<file path="src/bdfs_consts.svh">
// Constants for the bridge driver fault supervisor.
`ifndef BDFS_CONSTS_SVH
`define BDFS_CONSTS_SVH
// ----------------------------------------
// Register offsets (4-bit word index).
// ----------------------------------------
`define BDFS_A_CTRL 4'h0
`define BDFS_A_MASK 4'h1
`define BDFS_A_STAT 4'h2
`define BDFS_A_DIAG 4'h3
`define BDFS_A_CLR 4'h4
`define BDFS_A_GAIN 4'h5
`define BDFS_A_OFS 4'h6
`define BDFS_A_LIVE 4'h7
// ----------------------------------------
// Control fields.
// ----------------------------------------
`define BDFS_C_EWD 0
`define BDFS_C_ESF 1
`define BDFS_C_GAIN 4:2
`define BDFS_C_OFS 8:5
// ----------------------------------------
// Mask and diagnostic bit positions.
// ----------------------------------------
`define BDFS_D_VSO 0
`define BDFS_D_VSU 1
`define BDFS_D_VRO 2
`define BDFS_D_VRU 3
`define BDFS_D_BRG 4
`define BDFS_M_TW 5
`define BDFS_M_VLO 6
`define BDFS_M_ETO 7
// ----------------------------------------
// Synchronised pin positions.
// ----------------------------------------
`define BDFS_P_SDI 0
`define BDFS_P_SCK 1
`define BDFS_P_STR 2
`define BDFS_P_SLP 3
`define BDFS_P_EN 4
`define BDFS_P_OT 5
`define BDFS_P_TW 6
`define BDFS_P_VLO 7
`define BDFS_P_VSO 8
`define BDFS_P_VSU 9
`define BDFS_P_VRO 10
`define BDFS_P_VRU 11
`define BDFS_P_BRG 12
`define BDFS_P_CP 13
`define BDFS_P_DL 14
`define BDFS_PINS 15
// ----------------------------------------
// Serial frame and timing.
// ----------------------------------------
`define BDFS_FRAME_BITS 5'h10
`define BDFS_FRAME_OVER 5'h11
`define BDFS_WR_BIT 10
`define BDFS_CLK_MHZ 10
`define BDFS_CYC(ns) (((ns) * `BDFS_CLK_MHZ + 999) / 1000)
`define BDFS_DOZE_NS 200000
`define BDFS_SLEEP_NS 1000000
`define BDFS_WAKE_NS 3000000
`define BDFS_RST_NS 1000
`define BDFS_ETO_NS 20000000
`endif

</file>
<file path="src/bdfs_pkg.sv">
// Types shared by the bridge driver fault supervisor.
package bdfs_pkg;
  // Sleep control states.
  typedef enum logic [1:0] {BDFS_AWAKE, BDFS_DOZE, BDFS_SLEEP, BDFS_WAKE}
    bdfs_slp_t;

  // Whole state of the supervisor.
  typedef struct packed {
    logic [14:0] s1;
    logic [14:0] s2;
    logic sck_d;
    logic str_d;
    logic en_d;
    logic slp_d;
    logic [8:0] ctrl;
    logic [7:0] mask;
    logic por;
    logic se;
    logic ot;
    logic tw;
    logic logic_pin_overvolt_flag;
    logic enable_timeout_flag;
    logic ff;
    logic [4:0] diag;
    logic brg_lat;
    bdfs_slp_t slp;
    logic [15:0] low_cnt;
    logic [15:0] wake_cnt;
    logic wd_on;
    logic [23:0] wd_cnt;
    logic [15:0] shf;
    logic [15:0] rx;
    logic [4:0] bcnt;
    logic par;
    logic permit;
    logic [3:0] gate;
    logic [15:0] rdata;
    logic [5:0] gain;
    logic [11:0] ofs;
  } bdfs_state_t;
endpackage : bdfs_pkg

</file>
<file path="src/bdfs_supervisor.sv">
// Fault supervisor, enable watchdog and sleep control for a bridge driver.
`timescale 1ns/1ps
`include "bdfs_consts.svh"
module bdfs_supervisor #(
  parameter int SLEEP_CYC = `BDFS_CYC(`BDFS_SLEEP_NS),
  parameter int WAKE_CYC = `BDFS_CYC(`BDFS_WAKE_NS),
  parameter int RST_CYC = `BDFS_CYC(`BDFS_RST_NS),
  parameter int ETO_CYC = `BDFS_CYC(`BDFS_ETO_NS)
) (
  input wire logic ref_clk_in,
  input wire logic rst_b_in,
  input wire logic [3:0] addr_in,
  input wire logic [15:0] wdata_in,
  input wire logic wr_in,
  input wire logic rd_in,
  output logic [15:0] rd_data_out,
  input wire logic enable_in,
  input wire logic sleep_wake_pin_n_in,
  input wire logic frame_strobe_n_in,
  input wire logic serial_clk_in,
  input wire logic serial_data_in,
  output logic serial_data_out,
  input wire logic overtemp_in,
  input wire logic temp_warning_in,
  input wire logic logic_pin_overvolt_in,
  input wire logic supply_overvolt_in,
  input wire logic supply_undervolt_in,
  input wire logic regulator_overvolt_in,
  input wire logic regulator_undervolt_in,
  input wire logic bridge_fault_in,
  input wire logic charge_pump_ok_in,
  input wire logic logic_supply_ok_in,
  input wire logic [3:0] gate_cmd_in,
  output logic [3:0] gate_drive_out,
  output logic gate_permit_out,
  output logic fault_summary_flag_out,
  output logic [5:0] sense_gain_out,
  output logic [11:0] sense_offset_mv_out
);

  // ----------------------------------------
  // Decoders.
  // ----------------------------------------

  // Sense amplifier gain from its 3-bit select.
  function automatic logic [5:0] gain_dec(input logic [2:0] code);
    case (code)
      3'h7: gain_dec = 6'h32;
      default: gain_dec = 6'h0a + 6'({3'h0, code}) * 6'h05;
    endcase
  endfunction : gain_dec

  // Sense amplifier output offset in millivolts from its 4-bit select.
  function automatic logic [11:0] ofs_dec(input logic [3:0] code);
    case (code)
      4'h0, 4'h1: ofs_dec = 12'h000;
      4'h2, 4'h3: ofs_dec = 12'h064;
      default:
      begin
        if (code < 4'h8)
          ofs_dec = 12'({8'h00, code} - 12'h2) * 12'h064;
        else
          ofs_dec = 12'h2ee + 12'({8'h00, code} - 12'h8) * 12'h0fa;
      end
    endcase
  endfunction : ofs_dec

  // ----------------------------------------
  // State.
  // ----------------------------------------

  bdfs_pkg::bdfs_state_t st; // Present state.
  bdfs_pkg::bdfs_state_t next_st; // Next state.

  // Fixed-width copies of the timing parameters for comparisons.
  localparam logic [15:0] DOZE_C = 16'(`BDFS_CYC(`BDFS_DOZE_NS));
  localparam logic [15:0] SLEEP_C = 16'(SLEEP_CYC);
  localparam logic [15:0] WAKE_C = 16'(WAKE_CYC);
  localparam logic [15:0] RST_C = 16'(RST_CYC);
  localparam logic [23:0] ETO_C = 24'(ETO_CYC);

  // Outputs all come straight from state flip-flops.
  assign rd_data_out = st.rdata;
  assign serial_data_out = st.shf[15];
  assign gate_drive_out = st.gate;
  assign gate_permit_out = st.permit;
  assign fault_summary_flag_out = st.ff;
  assign sense_gain_out = st.gain;
  assign sense_offset_mv_out = st.ofs;

  // ----------------------------------------
  // Next-state logic.
  // ----------------------------------------

  // All behaviour is computed here from the inputs and the registered copy of the state.
  always_comb
  begin
    logic [14:0] p;
    logic en, sck, str, slp_pin;
    logic str_fall, str_rise, sck_rise, frame_ok;
    logic clear_req, stat_clr, wake_clr, pulse_clr;
    logic ot_l, tw_l, vlo_l, vso_l, vsu_l, vro_l, vru_l, brg_l;
    logic en_path, perm;
    logic [15:0] stat_w;
    logic [14:0] pin_v; // Raw pin levels before the synchroniser.
    logic wd_expire; // Watchdog ran out this cycle.
    // Locals start at zero so that no path leaves a latch behind.
    p = '0;
    pin_v = '0;
    wd_expire = 1'b0;
    // Monitor levels are filled in below once the pins are synchronised.
    ot_l = 1'b0;
    tw_l = 1'b0;
    vlo_l = 1'b0;
    vso_l = 1'b0;
    vsu_l = 1'b0;
    vro_l = 1'b0;
    vru_l = 1'b0;
    brg_l = 1'b0;
    en = 1'b0;
    sck = 1'b0;
    str = 1'b0;
    slp_pin = 1'b0;
    str_fall = 1'b0;
    str_rise = 1'b0;
    sck_rise = 1'b0;
    frame_ok = 1'b0;
    clear_req = 1'b0;
    stat_clr = 1'b0;
    wake_clr = 1'b0;
    pulse_clr = 1'b0;
    en_path = 1'b0;
    perm = 1'b0;
    stat_w = '0;
    next_st = st;

    // Two-flop synchronisers; only the second stage is read below.
    // The raw pins are gathered once and fed to the first stage.
    pin_v = {logic_supply_ok_in, charge_pump_ok_in, bridge_fault_in,
             regulator_undervolt_in, regulator_overvolt_in,
             supply_undervolt_in, supply_overvolt_in,
             logic_pin_overvolt_in, temp_warning_in, overtemp_in,
             enable_in, sleep_wake_pin_n_in, frame_strobe_n_in,
             serial_clk_in, serial_data_in};
    next_st.s1 = pin_v;
    next_st.s2 = st.s1;
    p = st.s2;
    en = p[`BDFS_P_EN];
    sck = p[`BDFS_P_SCK];
    str = p[`BDFS_P_STR];
    slp_pin = p[`BDFS_P_SLP];
    next_st.en_d = en;
    next_st.sck_d = sck;
    next_st.str_d = str;
    next_st.slp_d = slp_pin;

    // Live monitor levels; masking removes the diagnostic and its action.
    ot_l = p[`BDFS_P_OT];
    tw_l = p[`BDFS_P_TW] & ~st.mask[`BDFS_M_TW];
    vlo_l = p[`BDFS_P_VLO] & ~st.mask[`BDFS_M_VLO];
    vso_l = p[`BDFS_P_VSO] & ~st.mask[`BDFS_D_VSO];
    vsu_l = p[`BDFS_P_VSU] & ~st.mask[`BDFS_D_VSU];
    vro_l = p[`BDFS_P_VRO] & ~st.mask[`BDFS_D_VRO];
    vru_l = p[`BDFS_P_VRU] & ~st.mask[`BDFS_D_VRU];
    brg_l = p[`BDFS_P_BRG] & ~st.mask[`BDFS_D_BRG];

    // Register writes from the local bus.
    clear_req = wr_in && (addr_in == `BDFS_A_CLR);
    if (wr_in && (addr_in == `BDFS_A_CTRL))
      next_st.ctrl = wdata_in[8:0];
    if (wr_in && (addr_in == `BDFS_A_MASK))
      next_st.mask = wdata_in[7:0];

    // Serial frame: status is loaded as the strobe falls, MSB first.
    stat_w = {st.ff, st.por, st.se, st.ot, st.tw, st.logic_pin_overvolt_flag,
              st.enable_timeout_flag, |st.diag, 8'h00};
    str_fall = st.str_d & ~str;
    str_rise = ~st.str_d & str;
    sck_rise = ~st.sck_d & sck & ~str;
    if (str_fall)
    begin
      next_st.shf = stat_w;
      next_st.bcnt = '0;
      next_st.par = 1'b0;
    end
    else if (sck_rise)
    begin
      // Count saturates one past a full frame so overruns are seen.
      next_st.shf = {st.shf[14:0], 1'b0};
      next_st.rx = {st.rx[14:0], p[`BDFS_P_SDI]};
      next_st.par = st.par ^ p[`BDFS_P_SDI];
      if (st.bcnt != `BDFS_FRAME_OVER)
        next_st.bcnt = st.bcnt + 5'h01;
    end
    // Exactly sixteen edges and odd parity make a good frame.
    frame_ok = (st.bcnt == `BDFS_FRAME_BITS) && st.par;
    // A write to the clear register or a good write frame resets the status bits.
    stat_clr = clear_req |
               (str_rise & frame_ok & st.rx[`BDFS_WR_BIT]);

    // Sleep pin: low time sets doze and sleep, its rise wakes or clears.
    if (!slp_pin)
    begin
      if (st.low_cnt != 16'hffff)
        next_st.low_cnt = st.low_cnt + 16'h0001;
      if (st.low_cnt >= SLEEP_C)
        next_st.slp = bdfs_pkg::BDFS_SLEEP;
      else if (st.low_cnt >= DOZE_C)
        next_st.slp = bdfs_pkg::BDFS_DOZE;
    end
    else
      next_st.low_cnt = '0;
    if (slp_pin && !st.slp_d)
    begin
      if (st.slp == bdfs_pkg::BDFS_DOZE || st.slp == bdfs_pkg::BDFS_SLEEP)
      begin
        wake_clr = 1'b1;
        next_st.slp = bdfs_pkg::BDFS_WAKE;
        next_st.wake_cnt = '0;
      end
      else if (st.low_cnt >= RST_C)
        pulse_clr = 1'b1;
    end

    // Wake settling: pump must report ready after the settle time.
    case (st.slp)
      bdfs_pkg::BDFS_WAKE:
      begin
        if (st.wake_cnt < WAKE_C)
          next_st.wake_cnt = st.wake_cnt + 16'h0001;
        else if (p[`BDFS_P_CP] && slp_pin)
          next_st.slp = bdfs_pkg::BDFS_AWAKE;
      end
      default:
      begin
        // Rest at zero so that every wake waits the full settle time.
        next_st.wake_cnt = '0;
      end
    endcase

    // Enable watchdog.
    if (!st.ctrl[`BDFS_C_EWD])
    begin
      next_st.wd_on = 1'b0;
      next_st.wd_cnt = '0;
    end
    else if (en ^ st.en_d)
    begin
      next_st.wd_on = 1'b1;
      next_st.wd_cnt = '0;
    end
    else if (st.wd_on && !st.mask[`BDFS_M_ETO])
    begin
      if (st.wd_cnt >= ETO_C - 24'h000001)
      begin
        next_st.wd_on = 1'b0;
        wd_expire = 1'b1;
      end
      else
        next_st.wd_cnt = st.wd_cnt + 24'h000001;
    end

    // Sticky flags; a set in the clearing cycle wins.
    next_st.por = st.por & ~stat_clr & ~wake_clr;
    next_st.se = (st.se & ~stat_clr & ~wake_clr) |
                 (str_rise & ~frame_ok);
    next_st.ot = (st.ot & ~stat_clr & ~wake_clr) | ot_l;
    next_st.tw = (st.tw & ~stat_clr & ~wake_clr) | tw_l;
    next_st.logic_pin_overvolt_flag = (st.logic_pin_overvolt_flag & ~stat_clr & ~wake_clr) | vlo_l;
    // Only a real expiry sets the flag; leaving watchdog mode does not.
    // A masked timeout never expires, so it never sets the flag either.
    next_st.enable_timeout_flag = (st.enable_timeout_flag & ~stat_clr & ~wake_clr) | wd_expire;
    // Diagnostic bits ignore the short pulse and serial writes.
    next_st.diag = (st.diag & {5{~clear_req & ~wake_clr}}) |
                   {brg_l, vru_l, vro_l, vsu_l, vso_l};
    next_st.brg_lat = (st.brg_lat & ~pulse_clr & ~wake_clr) |
                      brg_l;

    // Output permission and gated command.
    en_path = st.ctrl[`BDFS_C_EWD] ? st.wd_on : en;
    perm = en_path && p[`BDFS_P_DL] &&
           (st.slp == bdfs_pkg::BDFS_AWAKE) && !st.brg_lat &&
           !(st.ctrl[`BDFS_C_ESF] && (ot_l || vlo_l)) &&
           !vsu_l && !vru_l;
    next_st.permit = perm;
    next_st.gate = gate_cmd_in & {4{perm}};

    // Sense decode outputs.
    next_st.gain = gain_dec(st.ctrl[`BDFS_C_GAIN]);
    next_st.ofs = ofs_dec(st.ctrl[`BDFS_C_OFS]);

    // Read data stand for one cycle only, zero otherwise.
    next_st.rdata = '0;
    if (rd_in)
    begin
      case (addr_in)
        `BDFS_A_CTRL: next_st.rdata = {7'h00, st.ctrl};
        `BDFS_A_MASK: next_st.rdata = {8'h00, st.mask};
        `BDFS_A_STAT: next_st.rdata = stat_w;
        `BDFS_A_DIAG: next_st.rdata = {11'h000, st.diag};
        `BDFS_A_GAIN: next_st.rdata = {10'h000, st.gain};
        `BDFS_A_OFS: next_st.rdata = {4'h0, st.ofs};
        `BDFS_A_LIVE: next_st.rdata = {11'h000, st.brg_lat, st.wd_on,
                                       st.slp, st.permit};
        default: next_st.rdata = '0;
      endcase
    end

    // Logic supply loss holds everything but the synchronisers at power-on values.
    // The synchronisers keep running so that the supply can be seen to
    // return; everything else rests at its power-on value.
    if (!p[`BDFS_P_DL])
    begin
      next_st = '0;
      next_st.s1 = pin_v;
      next_st.s2 = st.s1;
      // Strobe and sleep pin history rests at the idle high level, so
      // no false edge is seen when the supply returns.
      next_st.str_d = 1'b1;
      next_st.slp_d = 1'b1;
      next_st.por = 1'b1;
    end

    // The summary flag has its own flip-flop so that the pin is glitch
    // free; it is the OR of the next flag values.
    next_st.ff = |{next_st.por, next_st.se, next_st.ot, next_st.tw,
                   next_st.logic_pin_overvolt_flag, next_st.enable_timeout_flag, |next_st.diag};
  end

  // ----------------------------------------
  // State register.
  // ----------------------------------------

  // Reset gives power-on values with the power-on flag already set.
  always_ff @(posedge ref_clk_in or negedge rst_b_in)
  begin
    if (!rst_b_in)
    begin
      st <= '0;
      st.por <= 1'b1;
      st.ff <= 1'b1;
      // Idle-high pins start from their idle level to avoid false edges.
      st.str_d <= 1'b1;
      st.slp_d <= 1'b1;
    end
    else
    begin
      // Everything, synchronisers included, moves on together.
      st <= next_st;
    end
  end

endmodule : bdfs_supervisor

</file>
<file path="config.mk">
export PLATFORM = sky130hd
export DESIGN_NAME = bdfs_supervisor
export DESIGN_NICKNAME = d
export VERILOG_FILES = /design/src/bdfs_pkg.sv /design/src/bdfs_supervisor.sv
export VERILOG_INCLUDE_DIRS = /design/src
export SDC_FILE = /design/constraint.sdc
export NUM_CORES = 1
export LEC_CHECK = 0
export BUFFER_PORTS_ARGS = -buffer_cell sky130_fd_sc_hd__buf_2
export CAP_MARGIN = 20
export CORE_ASPECT_RATIO = 0.5
export CORE_MARGIN = 2
export CORE_UTILIZATION = 30
export CTS_CLUSTER_DIAMETER = 200
export DETAILED_ROUTE_END_ITERATION = 7
export PLACE_DENSITY = 0.57
export SLEW_MARGIN = 20
export SYNTH_ARGS = -nofsm -noshare
export SYNTH_HDL_FRONTEND = slang
export SYNTH_SLANG_ARGS = --single-unit
</file>
<file path="constraint.sdc">
create_clock -name ref_clk_in -period 6.75 [get_ports ref_clk_in]
set_input_delay 0.3375 -clock ref_clk_in [delete_from_list [all_inputs] [get_ports ref_clk_in]]
set_output_delay 0.3375 -clock ref_clk_in [all_outputs]
set_load 0.01 [all_outputs]
</file>
Word-level counts from Yosys, hierarchy flattened. Cells that the tools add are included.

Bits in registers: 199. Bits of input ports: 43. Output and inout port bits: 41.

Add/subtract/negate cells: 8. Multipliers: 3. $lt $le $gt $ge: 6. Eq/ne operators: 29. Muxes and demuxes: 42. Bitwise operators: 56. Reduce and logical (&&, ||, !) cells: 34.

Operators with widths (count): 170-bit 2-to-1 mux (1); 16-bit 2-to-1 mux (9); 16-bit one-hot mux with 7 select lines (1); 25-bit 2-to-1 mux (3); 38-bit 2-to-1 mux (1); 16-bit by 1-bit adder with 16-bit output, second input constant (2); 1-bit AND (29); 24-bit by 1-bit adder with 24-bit output, second input constant (1); 24-bit by 18-bit greater-or-equal comparator with 1-bit output, second input constant (1); 24-bit 2-to-1 mux (1); 12-bit one-hot mux with 2 select lines (1); 4-bit by 2-bit equality test with 1-bit output, second input constant (4); 4-bit by 3-bit equality test with 1-bit output, second input constant (4); 16-bit by 11-bit greater-or-equal comparator with 1-bit output, second input constant (1); 16-bit by 14-bit greater-or-equal comparator with 1-bit output, second input constant (1); 16-bit by 4-bit greater-or-equal comparator with 1-bit output, second input constant (1); 16-bit by 15-bit less-than comparator with 1-bit output, second input constant (1); 2-bit 2-to-1 mux (8); 16-bit != test, second input constant (1); 1-bit inverter (15); 1-bit logical AND (14); 10-bit by 12-bit adder with 12-bit output, first input constant (1); 12-bit by 5-bit multiplier with 10-bit output, second input constant (1); 12-bit by 7-bit multiplier with 11-bit output, second input constant (1); other kinds (37) (75).

Logic depth before layout (Yosys ltp). Gate-level depths: netlist of run 1.

Depth in word-level cells: 11. Mapped depth: 17.

Worst setup path before layout of run 1. OpenSTA, ideal clock, no wires.

Kind: register -> register. From: register st[165] (netlist name). To: register st, in the netlist sense_offset_mv_out[11]. Data arrival time: 4.433 ns. Path slack: 2.186 ns. Stages on the path, launching flop included: 18. Clock period less this slack: 4.564 ns. Cells stage by stage: dfrtp_1 > buf_2 > inv_2 > ha_1 > inv_1 > ha_1 > inv_1 > fa_1 > fa_1 > inv_1 > ha_1 > nor2b_1 > o21a_1 > o21a_1 > nor3_1 > o21ba_4 > mux2_4 > or3_1.

RTL lines: start, declared (line bdfs_supervisor.sv:72) `bdfs_pkg::bdfs_state_t st;`; start signal, assigned (line bdfs_supervisor.sv:349) `st <= next_st;`.

==> metrics.cfg, run 1 <==
[status]
run_status = completed

[detailed_routing]
post_drt_wl_per_cell_um = 15.43
routed-via-count = 7547
postRouteAntennaNets = 0
drtPass1Iterations = 6
routed_wl_mm = 23.54
drt_iter0_markers = 511
drc = 0
via_per_inst = 4.946

[run]
cap_violations = 0

[floorplan]
initial_core_util_pct = 30.66
die_h_um = 134.3
fp.dieW_um = 264.6
dieArea_um2 = 35530
rows = 47
core_um2 = 33230
ios = 84

[clock_network]
numCtsBuffers = 17
numClockSinks = 186
cts_root_buffer = clkbuf_16
clkLatencyLatePin_ps = 440
h-tree-depth = 4
ctsHoldBuffers = 15
clkTransAtPathRegs_ps = 70
cts_tree = done
clock_path_buffers = 2
cts_resized = 0
cts_setup_buffers = 0

[logic_synthesis]
yosys_warnings = 0
ys_seq_area_share_pct = 45.74
postSynth.asyncResetShare_pct = 100.0
synth_area_um2 = 10190
synthFlopType = dfrtp_1
synth.net_count = 1143
avgSynthCellArea_um2 = 9.870
ys_ff_latch = 186
netlist_instances = 1032
synth-edff-count = 0
ys_types = 78

[sta]
fin_crit_ps = 4875
fin_crit_sh_pct = 72.23
setup_viol = 0
rsz0062_at_grt = false
whs_ps = 6.773
fin_worst_skew_ps = 8.432
hold_violations = 0
fin_tns_setup_ps = 0
tightest_slew_ps = 1012
fmax_mhz = 205.1
drv_slew = 0
worst_slew_margin_rel_pct = 32.51

[critical_path]
crit_path_start = st[163]
cp_max_fo = 11
cp-start-kind = flip-flop
crit_path_max_incr_delay_ps = 610
cp_cell_sequence = inv_1, ha_1, ha_1, inv_1, fa_1, fa_1, inv_1, ha_1, nor2b_1, o21a_1, o21a_1, nor3_1, o21ba_4, mux2_4, or3_1
end_kind = flip-flop
crit_family = adder cells
r2r_start = st[163]
crit_path_top_delay_cell = dfrtp_1
crit_arrival_ps = 5190
path_buf_inv = 3
crit_type = flip-flop to flip-flop
required_ps = 7060

[grt]
grt_pass1_vias = 7734
gr-total-overflow = 0
grt.total_usage_pct = 13.83
antenna_found_initial = 1
grt_max_degree = 114
grt_first_pass_wirelength_mm = 39.50

[power_and_ir_drop]
p_per_area_nw_per_um2 = 216.8
ir_worst_vdd_v = 0.0001858
p_leak_uw = 0.005195

[place]
port_buffers = 75
dp_hpwl_mm = 16.85
placedCellCount = 1479
place_congestion = 0.8854

[layout]
instances_no_fill = 1526
fin_nets = 1183
drive_above_1_share_pct = 13.10
syn2layout_area_growth_pct = 13.03

[hold_path]
hold_path.class = input pin to asynchronous set/reset pin

## per-stage QoR
step / setup slack [ps] / instance area [um^2] / util [%] / power [uW]
after floorplan: 2186 / 10190 / - / 1338
after global placement: 1979 / 10720 / 32.27 / 1412
after detailed placement: 1876 / 10720 / 32.27 / 1419
after CTS: 1871 / 11510 / 34.65 / 2529
after global routing: 1631 / 11510 / 34.65 / 2601
final: 1875 / 11510 / 34.65 / 2496
## placed cells by master, fill, tap and decap left out, types with 9 or more instances in the layout
cell           instances
a21boi_0              32
a21o_1                10
a21oi_1               44
a22oi_1               21
a31oi_1               11
and2_1                19
and3_1                20
buf_2                 74
clkbuf_16             17
dfrtp_1              181
dlygate4sd3_1         15
fa_1                  13
ha_1                  55
inv_1                 52
mux2i_1               12
nand2_1               98
nand2b_1              11
nand3_1               43
nand4_1               12
nor2_1                73
nor2b_1               25
nor3_1                15
nor4_1                10
o211a_1                9
o21ai_0               50
or3_1                 11
xnor2_1               20
xor2_1                22
## cell type report
cell class	count	area (um^2)
Sequential cell	186	4661
Timing Repair Buffer	97	586.8
Inverter	53	198.9
Antenna cell	1	2.502
Fill cell	3332	21710
Multi-Input combinational cell	717	4875
Clock buffer	19	452.9
Clock inverter	12	185.2
Tap cell	441	551.8
## logic make-up (layout without fill, tap and decap cells)
family / Yosys count / after routing / synth area share (%)
other cells: 1 / 2 / 0.03682
mux: 13 / 13 / 1.327
xor+xnor: 42 / 42 / 3.611
simple gates: 363 / 363 / 17.93
fa+ha+maj: 68 / 68 / 9.311
flops: 186 / 186 / 45.74
compound gates: 230 / 230 / 15.45
buf+inv: 129 / 181 / 6.584
## power breakdown
| part | leakage, uW | switching [uW] | total [uW] | internal [uW] |
|---|---|---|---|---|
| clock network | 0.000311 | 449 | 1090 | 644 |
| registers | 0.00248 | 18.7 | 1160 | 1140 |
| logic | 0.00240 | 143 | 246 | 102 |
## path summary, 6_finish.rpt
kind	endpoint	slack (ps)	cells past startpoint
min in group ref_clk_in	gate_drive_out[2]	100	2
worst min-delay path	st[84]	7	1
worst min register to register	st[171]	350	0
max in group asynchronous	st[184]	5150	2
worst max register to register	sense_offset_mv_out[11]	1870	15
worst max-delay path	sense_offset_mv_out[11]	1870	15
## layer usage
layer  vias up  part of all wire [%]  GRT usage (%)
met5         -                     0              0
met1      3737                    44          17.00
met2       129                    50          23.82
li1       3638                     -              -
met4         0                   2.9          6.187
met3        43                   3.1          2.607
## flip-flops by register name (all words and copies together) (netlist names)
signal,cells
st,146
rd_data_out,16
gate_drive_out,4
fault_summary_flag_out,1
gate_permit_out,1
serial_data_out,1
sense_gain_out,6
sense_offset_mv_out,11
## synthesized netlist by cell type (all sizes together) (4+ instances only)
cell type,n,share of area (%)
nand4,12,0.74
a21boi,32,2.4
nor2,74,2.8
xor2,22,1.9
a21o,10,0.74
fa,13,2.6
or2,4,0.25
buf,48,3.6
xnor2,20,1.7
clkbuf,28,1.0
dfrtp,182,45
a21oi,46,2.3
nor3,16,0.79
mux2i,12,1.2
nand2b,11,0.68
a211oi,4,0.34
o21a,8,0.60
and2,20,1.2
nand3,43,2.1
or3,12,0.79
and3,22,1.4
dfstp,4,1.0
o21ai,53,2.6
a2111oi,4,0.53
a211o,4,0.34
a22oi,21,1.5
ha,55,6.8
o211a,9,0.88
a31oi,11,0.68
o31ai,4,0.29
inv,53,2.0
nor4,12,0.86
nand2,98,3.6
nor2b,25,1.5
Power figures use the tool's default switching activity.
==> run 2, diff against run 1 <==
- PLACE_DENSITY: 0.57 -> 0.58
- clock period: 6.75 -> 3.9 ns (I/O delays scaled with it)
==> run 2 against run 1 <==
Against the previous run:
- worst hold slack better by 18 ps
- non-clock buffer count is 63 higher
- via count is 3.5% higher
- maximum frequency is 17% higher
- clock power is 66% higher
- the flow now finishes with violations (setup timing)
- register-to-register slack worse by 2100 ps
- combinational power is 140% higher
- final area is 6.6% higher
- power is 76% higher
- final cell count is 4.3% higher
- global-route usage is 0.65 points higher
==> metrics.cfg, run 2 (same netlist as run 1, synthesis figures left out) <==
[power_and_ir_drop]
internal_power_uw = 3190
pwr-share-comb_pct = 13.3
clockPowerShare_pct = 41.2
switchingPower_uw = 1215
ir_worst_vdd_v = 0.0003131
p_per_area_nw_per_um2 = 358.9
seq_power_share_pct = 45.5
swShare_pct = 27.58
p_leak_uw = 0.005527

[layout]
fin_nets = 1246
drive_above_1_share_pct = 20.56
n_fill_cell = 3253
mostFrequentLayoutCells = dfrtp_1, nand2_1, buf_2
regMostFlops = st
design_area_um2 = 12270
largest_reg_flops = 146
seq_area_um2 = 4664
syn2layout_area_growth_pct = 20.49
final_common_cell = dfrtp_1
multi_input_area_um2 = 5117

[detailed_routing]
post_drt_wl_per_cell_um = 15.86
routed-via-count = 7811
drc = 0
postRouteAntennaNets = 0
drt_iter0_markers = 566
via_per_inst = 4.909
drtPass1Iterations = 5
routed_wl_mm = 25.23

[clock_network]
h-tree-depth = 4
clkTransAtPathRegs_ps = 80
clock_path_buffers = 2
cts_tree = done
cts_root_buffer = clkbuf_16
clkLatencyLatePin_ps = 450
numCtsBuffers = 17
numClockSinks = 186

[grt]
use_met2_pct = 24.61
busiest_layer = met2
grt_first_pass_wirelength_mm = 41.15
antenna_found_initial = 2
grt_util_met3_pct = 2.221
grt_pass1_vias = 7834
gr-total-overflow = 0
grt_max_degree = 125
use_met1_pct = 18.92
grt.total_usage_pct = 14.48

[status]
violations = setup timing
run_status = complete, but fails checks

[place]
place_area_um2 = 11130
dp_hpwl_mm = 18.23
port_buffers = 75
place_congestion = 0.8918

[sta]
setup_ws_ps = -263.7
drv_slew = 0
fin_crit_sh_pct = 106.8
fin_crit_ps = 4164
setup_viol = 1
tightest_slew_ps = 1069
worst_slew_margin_rel_pct = 28.32
hold_violations = 0
rsz0062_at_grt = true
fin_tns_setup_ps = -263.7
fmax_mhz = 240.2
fin_worst_skew_ps = 10.37

[critical_path]
cp-start-kind = flip-flop
crit_arrival_ps = 4490
required_ps = 4220
crit_type = flip-flop to flip-flop
end_kind = flip-flop
cp_max_fo = 4

[run]
cap_violations = 0

[hold_path]
hold_path.class = input pin to flip-flop

[floorplan]
core_um2 = 33230
ios = 84
rows = 47
dieArea_um2 = 35530
die_h_um = 134.3
fp.dieW_um = 264.6
initial_core_util_pct = 30.66

==> run 2: cell count changes in the layout (fill, tap and decap cells not counted), moves of 3 or more <==
cell           change
buf_4             +53
ha_1               -9
ha_4               +8
inv_8              +8
dlygate4sd3_1      +6
inv_1              -6
inv_2              +4
xnor2_1            -4
buf_6              +3
bufinv_16          -3
clkinv_8           +3
dfrtp_1            -3
dfrtp_2            +3
xnor2_2            +3
==> run 2: layout make-up <==
cell class                 count  area share, %
timing repair buffer         160          9.012
inverter                      53          1.723
clock buffer                  17          3.466
tap                          441          4.496
clock inverter                15          1.560
multi-input combinational    717          41.70
antenna                        2        0.04078
sequential                   186          38.01
==> run 2: critical path: stages, from the launching register on <==
cell and delay, ps:
dfrtp_1 420, buf_6 140, fa_2 560, ha_4 210, fa_1 560, fa_1 460, ha_4 250, or3_4 380
a21oi_4 160, nor3_4 50, o21ba_4 230, mux2_4 280, or3_1 340
==> run 2: metrics by stage <==
stage	util [%]	setup slack [ps]	std cells	hold WS [ps]	power [uW]
floorplan	-	-255.6	1032	-100.6	2324
global placement	33.49	-263.7	1525	303.9	2522
detailed placement	33.49	-292.2	1525	304.3	2530
CTS	36.08	-234.9	1579	2.664	4384
global route	36.94	-359.6	1591	33.49	4591
finish	36.94	-263.7	1591	25.17	4405
==> run 2: path summary, 6_finish.rpt <==
path,start,endpoint,slack [ps],cells after the start
max,st[164],sense_offset_mv_out[11],-260,12
min,wdata_in[6],st[163],30,3
max reg2reg,st[164],sense_offset_mv_out[11],-260,12
min reg2reg,st[187],st[172],350,0
max in group asynchronous,rst_b_in,st[112],2660,4
min in group asynchronous,rst_b_in,st[90],290,2
==> run 2: power by group through the flow <==
stage | Sequential [uW] | Combinational, uW | Clock, uW
after detailed placement | 2040 | 487 | 0
after global placement | 2040 | 480 | 0
after CTS | 2010 | 514 | 1860
after global routing | 2010 | 644 | 1940
after floorplan | 2030 | 297 | 0
final | 2010 | 585 | 1810
==> run 2: timing repair <==
item	in CTS	in global routing
endpoints found under the setup margin	3	4
hold buffers	21	0
setup buffers	1	11
cloned	0	0
pin swaps	6	19
hold endpoints to repair	139	0
resized for setup	4	33
==> run 2: metal layers <==
metal	wire length [um]	up-vias
met5	0	-
met4	461	0
met3	673	26
met2	12570	131
met1	11530	3877
li1	-	3777
==> run 3, diff against run 2 <==
- PLACE_DENSITY: 0.58 -> not set
- PLACE_DENSITY_LB_ADDON: not set -> 0.1
==> run 3 against run 2 <==
Against the previous run:
- the flow still finishes with violations (setup timing)
- combinational power is 7.2% lower
- final cell count is 0.69% lower
- first-iteration DRC count is 13% lower
- final area is 0.96% lower
- clock skew is 3.4 ps higher
- sequential power hardly changed
- worst setup slack worse by 4.9 ps
- via count is 2.9% lower
- critical path depth stayed put
- clock-buffer cell count is 2 higher
- critical endpoint unchanged
==> metrics.cfg, run 3 (same netlist as run 1, synthesis figures left out) <==
[detailed_routing]
routed_wl_mm = 25.58
drc = 0
routed-via-count = 7588
via_per_inst = 4.803
drt_iter0_markers = 494
postRouteAntennaNets = 0
drtPass1Iterations = 5
post_drt_wl_per_cell_um = 16.19

[grt]
use_met2_pct = 24.28
grt_pass1_vias = 7584
use_met1_pct = 20.36
grt_util_met3_pct = 2.919
grt_max_degree = 94
grt.total_usage_pct = 14.94
gr-total-overflow = 0
grt_first_pass_wirelength_mm = 41.34
antenna_found_initial = 0
busiest_layer = met2

[layout]
design_area_um2 = 12160
drive_above_1_share_pct = 19.75
fin_nets = 1237
final_core_util_pct = 36.58
regMostFlops = st
syn2layout_area_growth_pct = 19.33
mostFrequentLayoutCells = dfrtp_1, nand2_1, buf_2
antenna_cells = 0
final_common_cell = dfrtp_1
largest_reg_flops = 146

[run]
cap_violations = 0

[place]
place_congestion = 0.8004
dp_hpwl_mm = 18.51
port_buffers = 75
place_area_um2 = 11080

[clock_network]
clock_path_buffers = 2
cts_root_buffer = clkbuf_16
clkTransAtPathRegs_ps = 70
clkLatencyLatePin_ps = 450
numClockSinks = 186
cts_tree = done
numCtsBuffers = 17
h-tree-depth = 4

[sta]
drv_slew = 0
hold_violations = 0
whs_ps = 30.55
fin_tns_setup_ps = -268.6
fmax_mhz = 239.9
tightest_slew_ps = 932.0
setup_ws_ps = -268.6
rsz0062_at_grt = true
setup_viol = 1
worst_slew_margin_rel_pct = 37.64
fin_worst_skew_ps = 13.74
fin_crit_ps = 4169
fin_crit_sh_pct = 106.9

[hold_path]
hold_path.class = input pin to flip-flop

[floorplan]
fp.dieW_um = 264.6
die_h_um = 134.3
rows = 47
core_um2 = 33230
initial_core_util_pct = 30.66
ios = 84
dieArea_um2 = 35530

[critical_path]
cp_max_fo = 4
end_kind = flip-flop
cp-start-kind = flip-flop
crit_arrival_ps = 4490
required_ps = 4220
crit_type = flip-flop to flip-flop

[power_and_ir_drop]
p_per_area_nw_per_um2 = 364.3
ir_worst_vdd_v = 0.0002447
p_leak_uw = 0.005485

[status]
violations = setup timing
run_status = complete, but fails checks

-- run 3: changes by cell type in the layout (fill, tap and decap cells not counted), sizes merged --
cell | before | now
buf | 138 | 130
inv | 62 | 56
bufinv | 1 | 4
clkbuf | 18 | 20
diode | 2 | 0
clkinv | 4 | 5
dlygate4sd3 | 21 | 20
-- run 3: per-stage QoR --
step	instances	worst slack [ps]	power [uW]
6_report	1580	-268.6	4428
3_5_place_dp	1520	-298.5	2525
2_1_floorplan	1032	-255.6	2324
5_1_grt	1580	-362.4	4650
4_1_cts	1575	-226.5	4464
3_3_place_gp	1520	-285.4	2521
-- run 3: power breakdown --
| part | internal [uW] | switching (uW) |
|---|---|---|
| registers | 1970 | 33.9 |
| logic | 265 | 278 |
| clock network | 1080 | 798 |
-- run 3: what timing repair did --
action / 4_1_cts / 5_1_grt
gates resized for setup: 4 / 29
endpoints found under the hold margin: 108 / 0
hold buffers: 20 / 0
endpoints found under the setup margin: 4 / 5
buffers inserted: 3 / 6
pin swaps: 4 / 23
gates cloned: 0 / 0
-- run 3: layout make-up --
| class | instances | area [um^2] |
|---|---|---|
| Timing Repair Buffer | 151 | 1016 |
| Clock inverter | 13 | 192.7 |
| Inverter | 53 | 211.5 |
| Multi-Input combinational cell | 717 | 5085 |
| Fill cell | 3365 | 21070 |
| Tap cell | 441 | 551.8 |
| Clock buffer | 19 | 432.9 |
| Sequential cell | 186 | 4666 |
-- run 3: worst paths after layout --
path / slack [ps] / to / from / cells past startpoint
worst max-delay path: -270 / sense_offset_mv_out[11] / st[164] / 12
worst min-delay path: 30 / st[160] / wdata_in[3] / 3
worst max register to register: -270 / sense_offset_mv_out[11] / st[164] / 12
worst min register to register: 350 / st[180] / st[195] / 0
max in group asynchronous: 2410 / st[168] / rst_b_in / 3
min in group asynchronous: 340 / sense_offset_mv_out[11] / rst_b_in / 2
-- run 3: routing by layer --
metal	share of wire, %	vias to the layer above
li1	-	3741
met5	0	-
met2	48	73
met1	48	3752
met4	1.3	0
met3	2.0	22
-- run 3: critical path, stage by stage (launching register included) --
cell	delay (ps)
dfrtp_2	440
buf_4	150
fa_2	560
ha_4	210
fa_1	540
fa_1	450
ha_4	260
or3_4	380
a21oi_4	150
nor3_2	70
o21ba_4	230
mux2_4	280
or3_1	340
